`src/hw/pafm_pkg.sv`:
```
// Purpose: Constants and types for the port alternate-function multiplexer
// Assumes: Three 8-bit ports, one system clock, synchronous reset
// Notes: Functional notes below
`default_nettype none
package pafm_pkg;
  localparam int PAFM_PORT_W = 8;
  localparam logic [7:0] PAFM_AF_RST = 8'h00;
  localparam logic [7:0] PAFM_DIR_RST = 8'hff;
  localparam logic [7:0] PAFM_SET_RST = 8'h00;
  localparam int PAFM_PB_CLK_PIN = 3;
  localparam int PAFM_PC_COMP_PIN = 3;
  localparam logic [7:0] PAFM_PB_ANALOG_MASK = 8'h37;
  localparam logic [7:0] PAFM_PC_ANALOG_MASK = 8'h07;
  localparam logic [7:0] PAFM_PC_LED_MASK = 8'hff;
  localparam logic [7:0] PAFM_PC_COMPIN_MASK = 8'h03;
  localparam int PAFM_SYNC_STAGES = 3;
endpackage : pafm_pkg

`default_nettype wire

```
`src/hw/pafm_mux.sv`:
```
// Purpose: Alternate-function routing for ports A, B and C
// Assumes: Peripheral signals are on clk_sys; pins pass a synchroniser
// Notes: Analog functions are reported as select flags only
`timescale 1ns/10ps
`default_nettype none
module pafm_mux #(
  parameter int WIDTH = pafm_pkg::PAFM_PORT_W,
  parameter logic [7:0] BOTH_EDGE_MASK = 8'hf0
) (
  input wire logic clk_sys,
  input wire logic sys_rst,
  input wire logic xtal_enable,
  input wire logic [WIDTH-1:0] pa_af_en,
  input wire logic [WIDTH-1:0] pb_af_en,
  input wire logic [WIDTH-1:0] pc_af_en,
  input wire logic [WIDTH-1:0] pb_function_set_one,
  input wire logic [WIDTH-1:0] pc_function_set_one,
  input wire logic [WIDTH-1:0] pb_function_set_two,
  input wire logic [WIDTH-1:0] pc_function_set_two,
  input wire logic [WIDTH-1:0] pa_dir_in,
  input wire logic [WIDTH-1:0] pb_dir_in,
  input wire logic [WIDTH-1:0] pc_dir_in,
  input wire logic [WIDTH-1:0] pa_gpio_out,
  input wire logic [WIDTH-1:0] pb_gpio_out,
  input wire logic [WIDTH-1:0] pc_gpio_out,
  input wire logic [WIDTH-1:0] pa_pin_i,
  input wire logic [WIDTH-1:0] pb_pin_i,
  input wire logic [WIDTH-1:0] pc_pin_i,
  input wire logic [WIDTH-1:0] pa_irq_fall_sel,
  output logic [WIDTH-1:0] pa_pin_o,
  output logic [WIDTH-1:0] pa_pin_oe,
  output logic [WIDTH-1:0] pb_pin_o,
  output logic [WIDTH-1:0] pb_pin_oe,
  output logic [WIDTH-1:0] pc_pin_o,
  output logic [WIDTH-1:0] pc_pin_oe,
  output logic [WIDTH-1:0] pa_gpio_in,
  output logic [WIDTH-1:0] pb_gpio_in,
  output logic [WIDTH-1:0] pc_gpio_in,
  output logic [WIDTH-1:0] pa_irq_req,
  input wire logic timer_zero_in_or_inv_out_o,
  input wire logic timer_zero_in_or_inv_out_oe,
  output logic timer_zero_in_or_inv_out_i,
  input wire logic timer_zero_output,
  input wire logic timer_one_in_or_inv_out_o,
  input wire logic timer_one_in_or_inv_out_oe,
  output logic timer_one_in_or_inv_out_i,
  input wire logic timer_one_output,
  input wire logic serial_driver_enable,
  output logic serial_clear_to_send,
  output logic serial_receive_data,
  input wire logic serial_transmit_data,
  output logic external_clock_input,
  output logic external_clock_sel,
  output logic [WIDTH-1:0] pb_analog_sel,
  output logic [WIDTH-1:0] pc_analog_sel,
  output logic [1:0] comparator_input_sel,
  input wire logic comparator_output,
  input wire logic [WIDTH-1:0] led_sink_on,
  output logic [WIDTH-1:0] pc_led_sel,
  output logic [WIDTH-1:0] pb_function_set_two_rd,
  output logic [WIDTH-1:0] pc_function_set_two_rd
);
  import pafm_pkg::*;
  logic [WIDTH-1:0] pa_sync;
  logic [WIDTH-1:0] pb_sync;
  logic [WIDTH-1:0] pc_sync;
  logic [WIDTH-1:0] pa_act;
  logic [WIDTH-1:0] pb_sel1;
  logic [WIDTH-1:0] pc_sel1;
  logic [WIDTH-1:0] pc_sel0;
  logic [WIDTH-1:0] pa_alt_o;
  logic [WIDTH-1:0] pa_alt_oe;
  logic [WIDTH-1:0] pa_o_next;
  logic [WIDTH-1:0] pa_oe_next;
  logic [WIDTH-1:0] pc_o_next;
  logic [WIDTH-1:0] pc_oe_next;
  logic [WIDTH-1:0] pb_o_next;
  logic [WIDTH-1:0] pb_oe_next;

  genvar gi;
  generate
    for (gi = 0; gi < WIDTH; gi++) begin : g_pin
      pafm_pin_edge u_a (
        .clk_sys(clk_sys), .sys_rst(sys_rst), .pin_in(pa_pin_i[gi]),
        .edge_sel(pa_irq_fall_sel[gi]), .both_edges(BOTH_EDGE_MASK[gi]),
        .pin_sync(pa_sync[gi]), .edge_req(pa_irq_req[gi])
      );
      pafm_pin_edge u_b (
        .clk_sys(clk_sys), .sys_rst(sys_rst), .pin_in(pb_pin_i[gi]),
        .edge_sel(1'b0), .both_edges(1'b1),
        .pin_sync(pb_sync[gi]), .edge_req()
      );
      pafm_pin_edge u_c (
        .clk_sys(clk_sys), .sys_rst(sys_rst), .pin_in(pc_pin_i[gi]),
        .edge_sel(1'b0), .both_edges(1'b1),
        .pin_sync(pc_sync[gi]), .edge_req()
      );
    end
  endgenerate

  assign pa_act = pa_af_en & ~{{(WIDTH-2){1'b0}}, {2{xtal_enable}}};
  assign pb_sel1 = pb_af_en & pb_function_set_one;
  assign pc_sel1 = pc_af_en & pc_function_set_one;
  assign pc_sel0 = pc_af_en & ~pc_function_set_one;
  assign pb_function_set_two_rd = pb_function_set_two;
  assign pc_function_set_two_rd = pc_function_set_two;

  always_comb begin
    pa_alt_o = '0;
    pa_alt_oe = '0;
    pa_alt_o[0] = timer_zero_in_or_inv_out_o;
    pa_alt_oe[0] = timer_zero_in_or_inv_out_oe;
    pa_alt_o[1] = timer_zero_output;
    pa_alt_oe[1] = 1'b1;
    pa_alt_o[2] = serial_driver_enable;
    pa_alt_oe[2] = 1'b1;
    pa_alt_o[5] = serial_transmit_data;
    pa_alt_oe[5] = 1'b1;
    pa_alt_o[6] = timer_one_in_or_inv_out_o;
    pa_alt_oe[6] = timer_one_in_or_inv_out_oe;
    pa_alt_o[7] = timer_one_output;
    pa_alt_oe[7] = 1'b1;
  end

  assign timer_zero_in_or_inv_out_i = pa_act[0] & pa_sync[0];
  assign timer_one_in_or_inv_out_i = pa_act[6] & pa_sync[6];
  // Idle high so a disabled receiver sees a stop level
  assign serial_receive_data = pa_act[4] ? pa_sync[4] : 1'b1;
  assign serial_clear_to_send = pa_act[3] ? pa_sync[3] : 1'b1;
  assign external_clock_sel = pb_af_en[PAFM_PB_CLK_PIN] & ~pb_function_set_one[PAFM_PB_CLK_PIN];
  assign external_clock_input = external_clock_sel & pb_sync[PAFM_PB_CLK_PIN];
  assign pb_analog_sel = pb_sel1 & (PAFM_PB_ANALOG_MASK | 8'h08);
  assign pc_analog_sel = pc_sel1 & PAFM_PC_ANALOG_MASK;
  assign comparator_input_sel = pc_sel1[1:0] & PAFM_PC_COMPIN_MASK[1:0];
  assign pc_led_sel = pc_sel1 & PAFM_PC_LED_MASK;
  assign pa_gpio_in = pa_sync;
  assign pb_gpio_in = pb_sync;
  assign pc_gpio_in = pc_sync;

  always_comb begin
    pa_o_next = pa_gpio_out;
    pa_oe_next = ~pa_dir_in;
    pb_o_next = pb_gpio_out;
    pb_oe_next = ~pb_dir_in;
    pc_o_next = pc_gpio_out;
    pc_oe_next = ~pc_dir_in;
    for (int i = 0; i < WIDTH; i++) begin
      if (pa_act[i]) begin
        pa_o_next[i] = pa_alt_o[i];
        pa_oe_next[i] = pa_alt_oe[i];
      end
      if (xtal_enable && i < 2) begin
        pa_oe_next[i] = 1'b0;
      end
      if (pb_af_en[i]) begin
        pb_oe_next[i] = 1'b0;
      end
      if (pc_sel1[i]) begin
        // LED sink: drive low only while the sink is on
        pc_o_next[i] = 1'b0;
        pc_oe_next[i] = led_sink_on[i];
      end else if (pc_sel0[i]) begin
        pc_o_next[i] = (i == PAFM_PC_COMP_PIN) ? comparator_output : 1'b0;
        pc_oe_next[i] = (i == PAFM_PC_COMP_PIN);
      end
    end
  end

  always_ff @(posedge clk_sys) begin
    if (sys_rst) begin
      pa_pin_o <= '0;
      pa_pin_oe <= '0;
      pb_pin_o <= '0;
      pb_pin_oe <= '0;
      pc_pin_o <= '0;
      pc_pin_oe <= '0;
    end else begin
      pa_pin_o <= pa_o_next;
      pa_pin_oe <= pa_oe_next;
      pb_pin_o <= pb_o_next;
      pb_pin_oe <= pb_oe_next;
      pc_pin_o <= pc_o_next;
      pc_pin_oe <= pc_oe_next;
    end
  end

  property p_xtal;
    @(posedge clk_sys) disable iff (sys_rst) xtal_enable |=> (pa_pin_oe[1:0] == 2'b00);
  endproperty
  a_xtal: assert property (p_xtal) else $error("crystal pins driven");
  property p_timer0;
    @(posedge clk_sys) disable iff (sys_rst)
      (pa_af_en[1] && !xtal_enable) |=> (pa_pin_o[1] == $past(timer_zero_output));
  endproperty
  a_timer0: assert property (p_timer0) else $error("timer output not routed");
  property p_txd;
    @(posedge clk_sys) disable iff (sys_rst)
      pa_af_en[5] |=> (pa_pin_oe[5] && pa_pin_o[5] == $past(serial_transmit_data));
  endproperty
  a_txd: assert property (p_txd) else $error("transmit not routed");
  property p_gpio_dir;
    @(posedge clk_sys) disable iff (sys_rst)
      (!pa_af_en[7]) |=> (pa_pin_oe[7] == !$past(pa_dir_in[7]));
  endproperty
  a_gpio_dir: assert property (p_gpio_dir) else $error("direction not honoured");
  property p_clk_sel;
    @(posedge clk_sys) disable iff (sys_rst)
      (pb_af_en[3] && !pb_function_set_one[3]) |->
        (external_clock_sel && external_clock_input == pb_gpio_in[3]);
  endproperty
  a_clk_sel: assert property (p_clk_sel) else $error("clock select wrong");
  property p_gate;
    @(posedge clk_sys) disable iff (sys_rst) (pc_af_en == 8'h00) |-> (pc_led_sel == 8'h00);
  endproperty
  a_gate: assert property (p_gate) else $error("led without enable");
  property p_comp;
    @(posedge clk_sys) disable iff (sys_rst)
      (pc_af_en[3] && !pc_function_set_one[3]) |=>
        (pc_pin_oe[3] && pc_pin_o[3] == $past(comparator_output));
  endproperty
  a_comp: assert property (p_comp) else $error("comparator not routed");
  property p_pb67;
    @(posedge clk_sys) disable iff (sys_rst) pb_analog_sel[7:6] == 2'b00;
  endproperty
  a_pb67: assert property (p_pb67) else $error("pins 6,7 selected");
  property p_set2;
    @(posedge clk_sys) disable iff (sys_rst)
      $changed(pc_function_set_two) && $stable(pc_function_set_one) && $stable(pc_af_en)
        |-> $stable(pc_led_sel);
  endproperty
  a_set2: assert property (p_set2) else $error("set two changed routing");
  c_led: cover property (@(posedge clk_sys) pc_led_sel != 8'h00);
  c_clk: cover property (@(posedge clk_sys) external_clock_sel);
  c_irq: cover property (@(posedge clk_sys) pa_irq_req != 8'h00);
endmodule // pafm_mux

`default_nettype wire

```
`src/hw/pafm_pin_edge.sv`:
```
// Purpose: Pin synchroniser and edge detector for one pin
// Assumes: Pin is asynchronous to clk_sys
// Notes: Change counts once stages two and three agree
`timescale 1ns/10ps
`default_nettype none
module pafm_pin_edge (
  input wire logic clk_sys,
  input wire logic sys_rst,
  input wire logic pin_in,
  input wire logic edge_sel,
  input wire logic both_edges,
  output logic pin_sync,
  output logic edge_req
);
  import pafm_pkg::*;
  logic [PAFM_SYNC_STAGES-1:0] sync_reg;
  logic stable_reg;
  logic rise;
  logic fall;

  always_ff @(posedge clk_sys) begin
    if (sys_rst) begin
      sync_reg <= '0;
    end else begin
      sync_reg <= {sync_reg[PAFM_SYNC_STAGES-2:0], pin_in};
    end
  end

  // Only stages two and three are looked at
  always_ff @(posedge clk_sys) begin
    if (sys_rst) begin
      stable_reg <= 1'b0;
    end else if (sync_reg[1] == sync_reg[2]) begin
      stable_reg <= sync_reg[2];
    end
  end

  assign rise = (sync_reg[1] == sync_reg[2]) && sync_reg[2] && !stable_reg;
  assign fall = (sync_reg[1] == sync_reg[2]) && !sync_reg[2] && stable_reg;
  assign pin_sync = stable_reg;

  always_ff @(posedge clk_sys) begin
    if (sys_rst) begin
      edge_req <= 1'b0;
    end else if (both_edges) begin
      edge_req <= rise | fall;
    end else begin
      edge_req <= edge_sel ? fall : rise;
    end
  end

  property p_edge_cause;
    @(posedge clk_sys) disable iff (sys_rst) edge_req |-> $past(rise | fall);
  endproperty
  a_edge_cause: assert property (p_edge_cause) else $error("edge request without edge");
endmodule // pafm_pin_edge

`default_nettype wire

```
`config.mk`:
```
export PLATFORM = sky130hd
export DESIGN_NAME = pafm_mux
export DESIGN_NICKNAME = d
export VERILOG_FILES = /design/src/hw/pafm_pkg.sv /design/src/hw/pafm_mux.sv /design/src/hw/pafm_pin_edge.sv
export SDC_FILE = /design/constraint.sdc
export NUM_CORES = 1
export LEC_CHECK = 0
export BUFFER_PORTS_ARGS = -buffer_cell sky130_fd_sc_hd__buf_2
export CAP_MARGIN = 20
export CORE_ASPECT_RATIO = 1.25
export CORE_MARGIN = 2
export CORE_UTILIZATION = 30
export CTS_CLUSTER_SIZE = 28
export DETAILED_ROUTE_END_ITERATION = 12
export PLACE_DENSITY = 0.56
export SLEW_MARGIN = 40
export SYNTH_ARGS = -nofsm -noshare
export SYNTH_HDL_FRONTEND = slang
export SYNTH_SLANG_ARGS = --single-unit
export TNS_END_PERCENT = 1
```
`constraint.sdc`:
```
create_clock -name clk_sys -period 1.3 [get_ports clk_sys]
set_input_delay 0.325 -clock clk_sys [delete_from_list [all_inputs] [get_ports clk_sys]]
set_output_delay 0.325 -clock clk_sys [all_outputs]
set_load 0.01 [all_outputs]
```
==> metrics list, run 1 <==
- Counting distinct cell types in the post-synthesis netlist gives 25.
- Count of TritonRoute iterations in the first routing pass: 4
- In this run the worst setup path terminates at serial_clear_to_send.
- Tcrit/Tclk final: 1.02
- Int Power: 0.00836 W
- Hold crit path type: input pin to register
* Global-route usage over all layers: 0.109
- Vias in the first global route: 3,663
- P per Cell Area: 1490 nW/um^2
- Count of vias placed by the detailed router: 3,872
- For this block, the routed nets add up to 10.6 mm of wire.
- Area fraction of the dominant cell type after synthesis: 0.553
- Wire length per cell: 11.0 um
- TritonCTS built the clock tree.
- Antenna violations before repair: 3
* Flops & latches, synth: 152
- The smallest clock period supported by the final layout is computed as 1.33 ns.
- In this run the standard cell core region covers 18,000 sq um.
* Starting utilization of the core area: 0.305
- Highest Clock Rate: 0.751 GHz
* Sum of net half-perimeters after detailed placement: 7.75 mm
- Of the total power, registers draw 0.452.
- In the post-route analysis, the smallest setup slack over all paths is -0.0308 ns.
* Post-Syn Area: 5500 sq um
* Endpoint of the worst register-to-register path: g_pin[3].u_a.edge_req
- Critical Path Max Stage Delay: 0.35 ns
- Cell at the root of the clock tree: clkbuf_16
* Leading post-synthesis cells by instance count: dfxtp_1 (152), nor2b_1 (75), buf_4 (60)
- The first global-routing pass estimated 17.0 mm of wire.
* Clock transition at the registers of the reported paths: 0.06 ns
- Total number of clock tree sinks: 152
- The final count of pins violating max slew came to 0.
- Across the run, the number of max-cap violations was 0.
- Unrepaired setup endpoints after global routing: yes
- Total CTS buffers: 17
- Summed over all cells, the static leakage comes to 3.37 nW.
* Async S/R FF share, synth: 0
- Highest net fanout along the worst path: 3
- Proportion of power drawn by combinational gates: 0.070
* Source of the worst register-to-register timing path: g_pin[3].u_a.pin_sync
- Mapped Avg Cell Area: 10.5 sq um
- The worst setup path is of the register to output port kind.
- The die is 155 um tall.
- Standard cell area after detailed placement: 6500 sq um
* Fraction of power consumed by the clock network: 0.478
* Port-buffer cells: 238
* Die outline area: 19,400 sq um
- Summed over all failing endpoints, the final setup total negative slack is -0.0975 ns.
- For this run, design rule violations remaining after detail routing come to 0.
* Net switching power figure: 0.00245 W
- VDD sags by at most 0.000834 V.
- Measured in cells, the most critical reg-to-reg path has a length of 3.
- For the worst-skew pair, the clock arrives at the later sink with an insertion delay of 0.42 ns.
* Critical Path AT: 1.01 ns
* Non-Filler Cell Area, Final: 7230 sq um
* Final Wtd Congestion: 0.709
* X dimension of the die: 125 um
- Top_reg_cell synth: dfxtp_1
* Mapped Cells: 522
* Via-to-Cell Ratio: 4.04
- Area growth from synthesis to final layout: 31.5%
- Startpoint Class: register
- Standard cell with the maximum stage delay on the critical path: dfxtp_4
- The net count of the finished layout is 888.
- The share of the Yosys chip area taken by registers is 0.553.
- The number of hold violations in the final report was 0.
- The H-tree was split into 4 levels.
- For this block, the initial DRC count from the detailed router was 118.
- Number of core rows: 55
- The flow ran to the end, but the final reports show violations.
- Count leader, synth: dfxtp_1
- Fraction of power spent switching nets: 0.226
- Leading post-synthesis cells by cell area: dfxtp_1 (55%), nor2b_1 (8.5%), buf_4 (8.2%)
* GRT overflow: 0
- Of the cells placed in the final design, the portion with a size suffix greater than 1 is 0.449.
- Deepest clock path buffer count: 2
- Top cell type by total area after synthesis: dfxtp_1
- Worst endpoint required time: 0.98 ns
- Final setup violation count: 5
* Yosys Warn Count: 0
- Failing checks: setup timing
- Entering global routing, the biggest net connects 59 pins.
* Clock skew: 0.00513 ns
- During I/O placement, the number of pins put on the boundary was 284.
- Yosys mapped a number of flops with a built-in enable equal to 0.
- Setup crit end kind: output port
- The count of nets left with antenna violations once routing finished came out at 0.
* Flop-to-flop setup slack: 0.25 ns
- Tracing the worst setup path back leads to its startpoint at g_pin[3].u_a.pin_sync.
* Ordered cell list for the critical path: nand2b_4 -> buf_6
-- stage by stage --
step	util	power (W)	hold WS (ns)	cells	worst slack, ns
floorplan	-	0.00544	0.389	528	0.220
global placement	0.361	0.00574	0.416	921	0.113
detailed placement	0.361	0.00575	0.420	921	0.118
CTS	0.398	0.0110	0.0324	955	-0.0677
global route	0.401	0.0114	0.0284	957	-0.0892
finish	0.401	0.0108	0.0588	958	-0.0308
-- power groups by stage --
| stage | clock network [W] | logic (W) | registers [W] |
|---|---|---|---|
| 6_report | 0.00517 | 0.000760 | 0.00488 |
| 5_1_grt | 0.00561 | 0.000847 | 0.00490 |
| 4_1_cts | 0.00538 | 0.000772 | 0.00488 |
| 3_5_place_dp | 0 | 0.000762 | 0.00499 |
| 3_3_place_gp | 0 | 0.000756 | 0.00499 |
| 2_1_floorplan | 0 | 0.000419 | 0.00502 |
-- layout make-up --
class                           instances  area (sq um)
Clock inverter                         14           188
Sequential cell                       152          3070
Fill cell                            1817         10800
Inverter                               22          82.6
Antenna cell                            1          2.50
Timing Repair Buffer                  246          1320
Multi-Input combinational cell        277          1850
Tap cell                              228           285
Clock buffer                           18           439
-- kinds of logic after synthesis --
logic type | after synthesis | share of synthesized area
buffers and inverters | 99 | 0.118
muxes | 16 | 0.0291
other | 1 | 0.000682
AOI/OAI and AO/OA | 53 | 0.0528
adders and majority gates | 16 | 0.0364
and+or+nand+nor | 185 | 0.210
DFF | 152 | 0.553
-- worst max-delay path, delay by kind of cell (launching register included) --
| family | cells | cell delay, ns |
|---|---|---|
| DFF | 1 | 0.35 |
| and+or+nand+nor | 1 | 0.13 |
| buffers and inverters | 1 | 0.11 |
-- layer usage --
layer,vias to the layer above,global-route usage,wire length [um]
li1,1994,-,-
met1,1698,0.124,4350
met2,162,0.180,5060
met3,14,0.0512,992
met4,4,0.0402,127
met5,-,0,24
-- worst min path at each step --
stage | from | end | slack (ns) | depth (start not counted)
after floorplan | pa_dir_in[3] | pa_pin_oe[3] | 0.39 | 1
after global placement | g_pin[0].u_b.sync_reg[0] | g_pin[0].u_b.sync_reg[1] | 0.42 | 1
after detailed placement | g_pin[5].u_c.sync_reg[0] | g_pin[5].u_c.sync_reg[1] | 0.42 | 1
after CTS | pb_dir_in[5] | pb_pin_oe[5] | 0.03 | 2
after global routing | pb_dir_in[5] | pb_pin_oe[5] | 0.03 | 2
final | pb_dir_in[5] | pb_pin_oe[5] | 0.06 | 2
-- timing repair --
item / in CTS / in global routing
hold buffers: 0 / 0
gates resized for setup: 9 / 16
gates cloned: 0 / 0
buffers inserted: 2 / 2
setup endpoints to repair: 10 / 14
pin swaps: 0 / 0
-- cell usage in the layout (no fill, tap or decap), drive strengths merged, types with 17 or more instances in the layout --
cell type,synthesis,layout
buf,77,246
dfxtp,152,152
nor2b,75,75
a21oi,32,32
inv,22,28
nor2,24,24
nand2,18,18
clkbuf,0,18
o21ai,18,18
and2,17,17
No activity file was read; power rests on OpenSTA's default activity.
==> run 2: changes to the inputs <==
Settings changed: ABC_AREA from default to 1.
==> run 2 against run 1 <==
  * The flow still finishes with violations (setup timing)
  * Die area up 1.4%
  * Non-clock buffer count unchanged
  * Utilization down 0.32 points
  * Synthesized cell count up 26%
  * Combinational power up 10%
  * Clock skew up 0.00068 ns
  * Largest power group unchanged
  * Register-to-register slack better by 0.02 ns
  * Routed wire length up 8.0%
  * Area after synthesis up 1.5%
  * First-iteration DRC count down 10%
  * Sequential cell count unchanged
==> metrics list, run 2 <==
- Htree depth: 4
- In the post-synthesis netlist, the cell with the most instances is dfxtp_1.
* Total Routed Length: 11.4 mm
* Total negative setup slack: -0.0839 ns
- Clock transition at the registers of the reported paths: 0.06 ns
- Count of flip-flops with a built-in enable after synthesis: 0
* Chip Height: 156 um
- Mapped Cells: 656
- Area growth from synthesis to final layout: 29.5%
- Cell at the root of the clock tree: clkbuf_16
- Synthesis inferred 152 register bits.
- Yosys Warn Count: 0
- Tcrit/Tclk final: 1.04
* Area fraction of the dominant cell type after synthesis: 0.545
- The checks that failed: setup timing.
- The die is 126 um wide.
- Post-Syn Area: 5580 sq um
* Sum of internal, switching and leakage power: 0.0108 W
- The synthesized netlist contains 18 unique library cells.
* Cts hold-fix bufs: 0
* Leading post-synthesis cells by instance count: dfxtp_1 (152), inv_1 (131), nor2_1 (131)
- The run finished, with violations left.
- Most common cell after layout, fill and taps aside: buf_2
- Top-level port count: 284
- Critical Path AT: 1.03 ns
* Sum of net half-perimeters after detailed placement: 8.46 mm
- Die outline area: 19,700 sq um
- The number of global-route vias before repair was 4,008.
- Buffers inserted during clock tree synthesis total 17.
- Across the VDD grid, the largest voltage drop is 0.000719 V.
- Starting utilization of the core area: 0.307
- The floorplan has 55 rows.
* Wire length per cell: 10.4 um
* Max-cap violation count: 0
- For this design the static power due to leakage is 3.80 nW.
* Top_reg_cell synth: dfxtp_1
- Setup repair after global routing could not meet its margin everywhere.
- Summed over all layers, the global routing overflow is 0.
- Clock skew: 0.00581 ns
* Final setup violation count: 2
- The first TritonRoute pass finished after 4 iterations.
* Post-layout utilization of the core: 0.398
* Final Wtd Congestion: 0.696
- Using the TritonRoute via totals, the vias-per-cell ratio works out to 3.95.
- Clock tree from TritonCTS: yes
- For the finished layout, the period the worst path requires is 1.36 ns.
- Highest Clock Rate: 0.737 GHz
- Entering global routing, the biggest net connects 59 pins.
- The min-delay analysis places its worst path in the category input pin to register.
- Antenna violations before repair: 2
- Share of the yosys chip area belonging to registers: 0.545
- The worst setup path is of the register to output port kind.
- First-pass GRT wire length: 18.0 mm
- Yosys attributes the largest share of cell area to dfxtp_1 (55%), inv_1 (8.8%), nor2_1 (8.8%).
- Of the cells placed in the final design, the portion with a size suffix greater than 1 is 0.340.
* Mapped Avg Cell Area: 8.51 sq um
* Area of the placeable core: 18,200 sq um
- Counting along the longest clock path gives a buffer depth of 2.
* P per Cell Area: 1500 nW/um^2
* Port-buffer cells: 238
* Final Max Slew Viols: 0
* Top cell type by total area after synthesis: dfxtp_1
* Total number of clock tree sinks: 152
* Startpoint Class: register
- Count of vias placed by the detailed router: 4,316
- Worst endpoint required time: 0.98 ns
- Highest net fanout along the worst path: 4
- Later-pin clock latency in the skew report: 0.41 ns
* Final hold viol count: 0
- Worst hold-check slack: 0.0613 ns
- Setup crit end kind: output port
- Counting flops with an async set or reset pin after synthesis yields a share of 0.
* Remaining routing DRC violations: 0
* Most frequent cells in the layout: buf_2 (236), dfxtp_1 (143), nor2_1 (130)
- Global-route usage over all layers: 0.115
- Layout Nets: 1,022
- DRC marker count from the first detailed-route iteration: 106
* Antenna-violating nets left: 0
- After layout, the worst setup slack is -0.0573 ns.
==> run 2: changes by cell type after synthesis, sizes merged, moves of 4 or more <==
cell | previous run | this run
a21oi | 32 | 37
and2 | 17 | 0
inv | 22 | 132
mux2i | 16 | 0
nand2 | 18 | 43
nand2b | 5 | 0
nand3 | 11 | 5
nor2 | 24 | 132
nor2b | 75 | 0
o21ai | 18 | 41
or2 | 9 | 0
or3b | 4 | 0
==> run 2: per-stage QoR <==
step | cells | setup WS (ns) | instance area [sq um]
after floorplan | 662 | 0.309 | 5600
after global placement | 1057 | 0.183 | 6560
after detailed placement | 1057 | 0.182 | 6560
after CTS | 1090 | -0.0931 | 7210
after global routing | 1091 | -0.111 | 7230
final | 1092 | -0.0573 | 7230
==> run 2: what timing repair did <==
| item | CTS | global route |
|---|---|---|
| setup endpoints to repair | 5 | 10 |
| pin swaps | 1 | 1 |
| buffers inserted | 1 | 1 |
| resized for setup | 11 | 5 |
==> run 2: logic make-up after synthesis <==
family,synth area share
adder cells (fa/ha/maj),0.0359
flip-flops,0.545
other,0.000672
AND/OR/NAND/NOR,0.145
AO/OA/AOI/OAI,0.0713
buffers and inverters,0.202
==> run 2: power breakdown <==
group          internal, W  switching, W  total (W)
logic             0.000394      0.000444   0.000838
registers          0.00485     0.0000646    0.00492
clock network      0.00315       0.00194    0.00509
==> run 2: cell type report <==
cell class,count,area [sq um]
Tap cell,228,285
Clock buffer,20,457
Inverter,132,500
Multi-Input combinational cell,301,1440
Antenna cell,1,2.50
Fill cell,1915,10900
Clock inverter,12,164
Timing Repair Buffer,246,1330
Sequential cell,152,3050
==> run 2: worst paths after layout <==
| check | cells after the start | from | slack [ns] | endpoint |
|---|---|---|---|---|
| setup / recovery | 2 | g_pin[3].u_b.pin_sync | -0.06 | external_clock_input |
| hold / removal | 2 | pb_dir_in[2] | 0.06 | pb_pin_oe[2] |
| setup reg to reg | 4 | g_pin[4].u_a.sync_reg[1] | 0.27 | g_pin[4].u_a.pin_sync |
| hold reg to reg | 2 | g_pin[4].u_b.sync_reg[0] | 0.40 | g_pin[4].u_b.sync_reg[1] |
==> run 2: critical path: stages, from the launching register on <==
cell and delay [ns]:
dfxtp_2 0.34, nor3b_2 0.14, buf_2 0.14
==> run 2: metal layers <==
| metal | vias up | wire length, um | GRT usage |
|---|---|---|---|
| met3 | 23 | 984 | 0.0444 |
| met2 | 168 | 5640 | 0.208 |
| li1 | 2280 | - | - |
| met1 | 1843 | 4540 | 0.116 |
| met5 | - | 12 | 0 |
| met4 | 2 | 225 | 0.0529 |
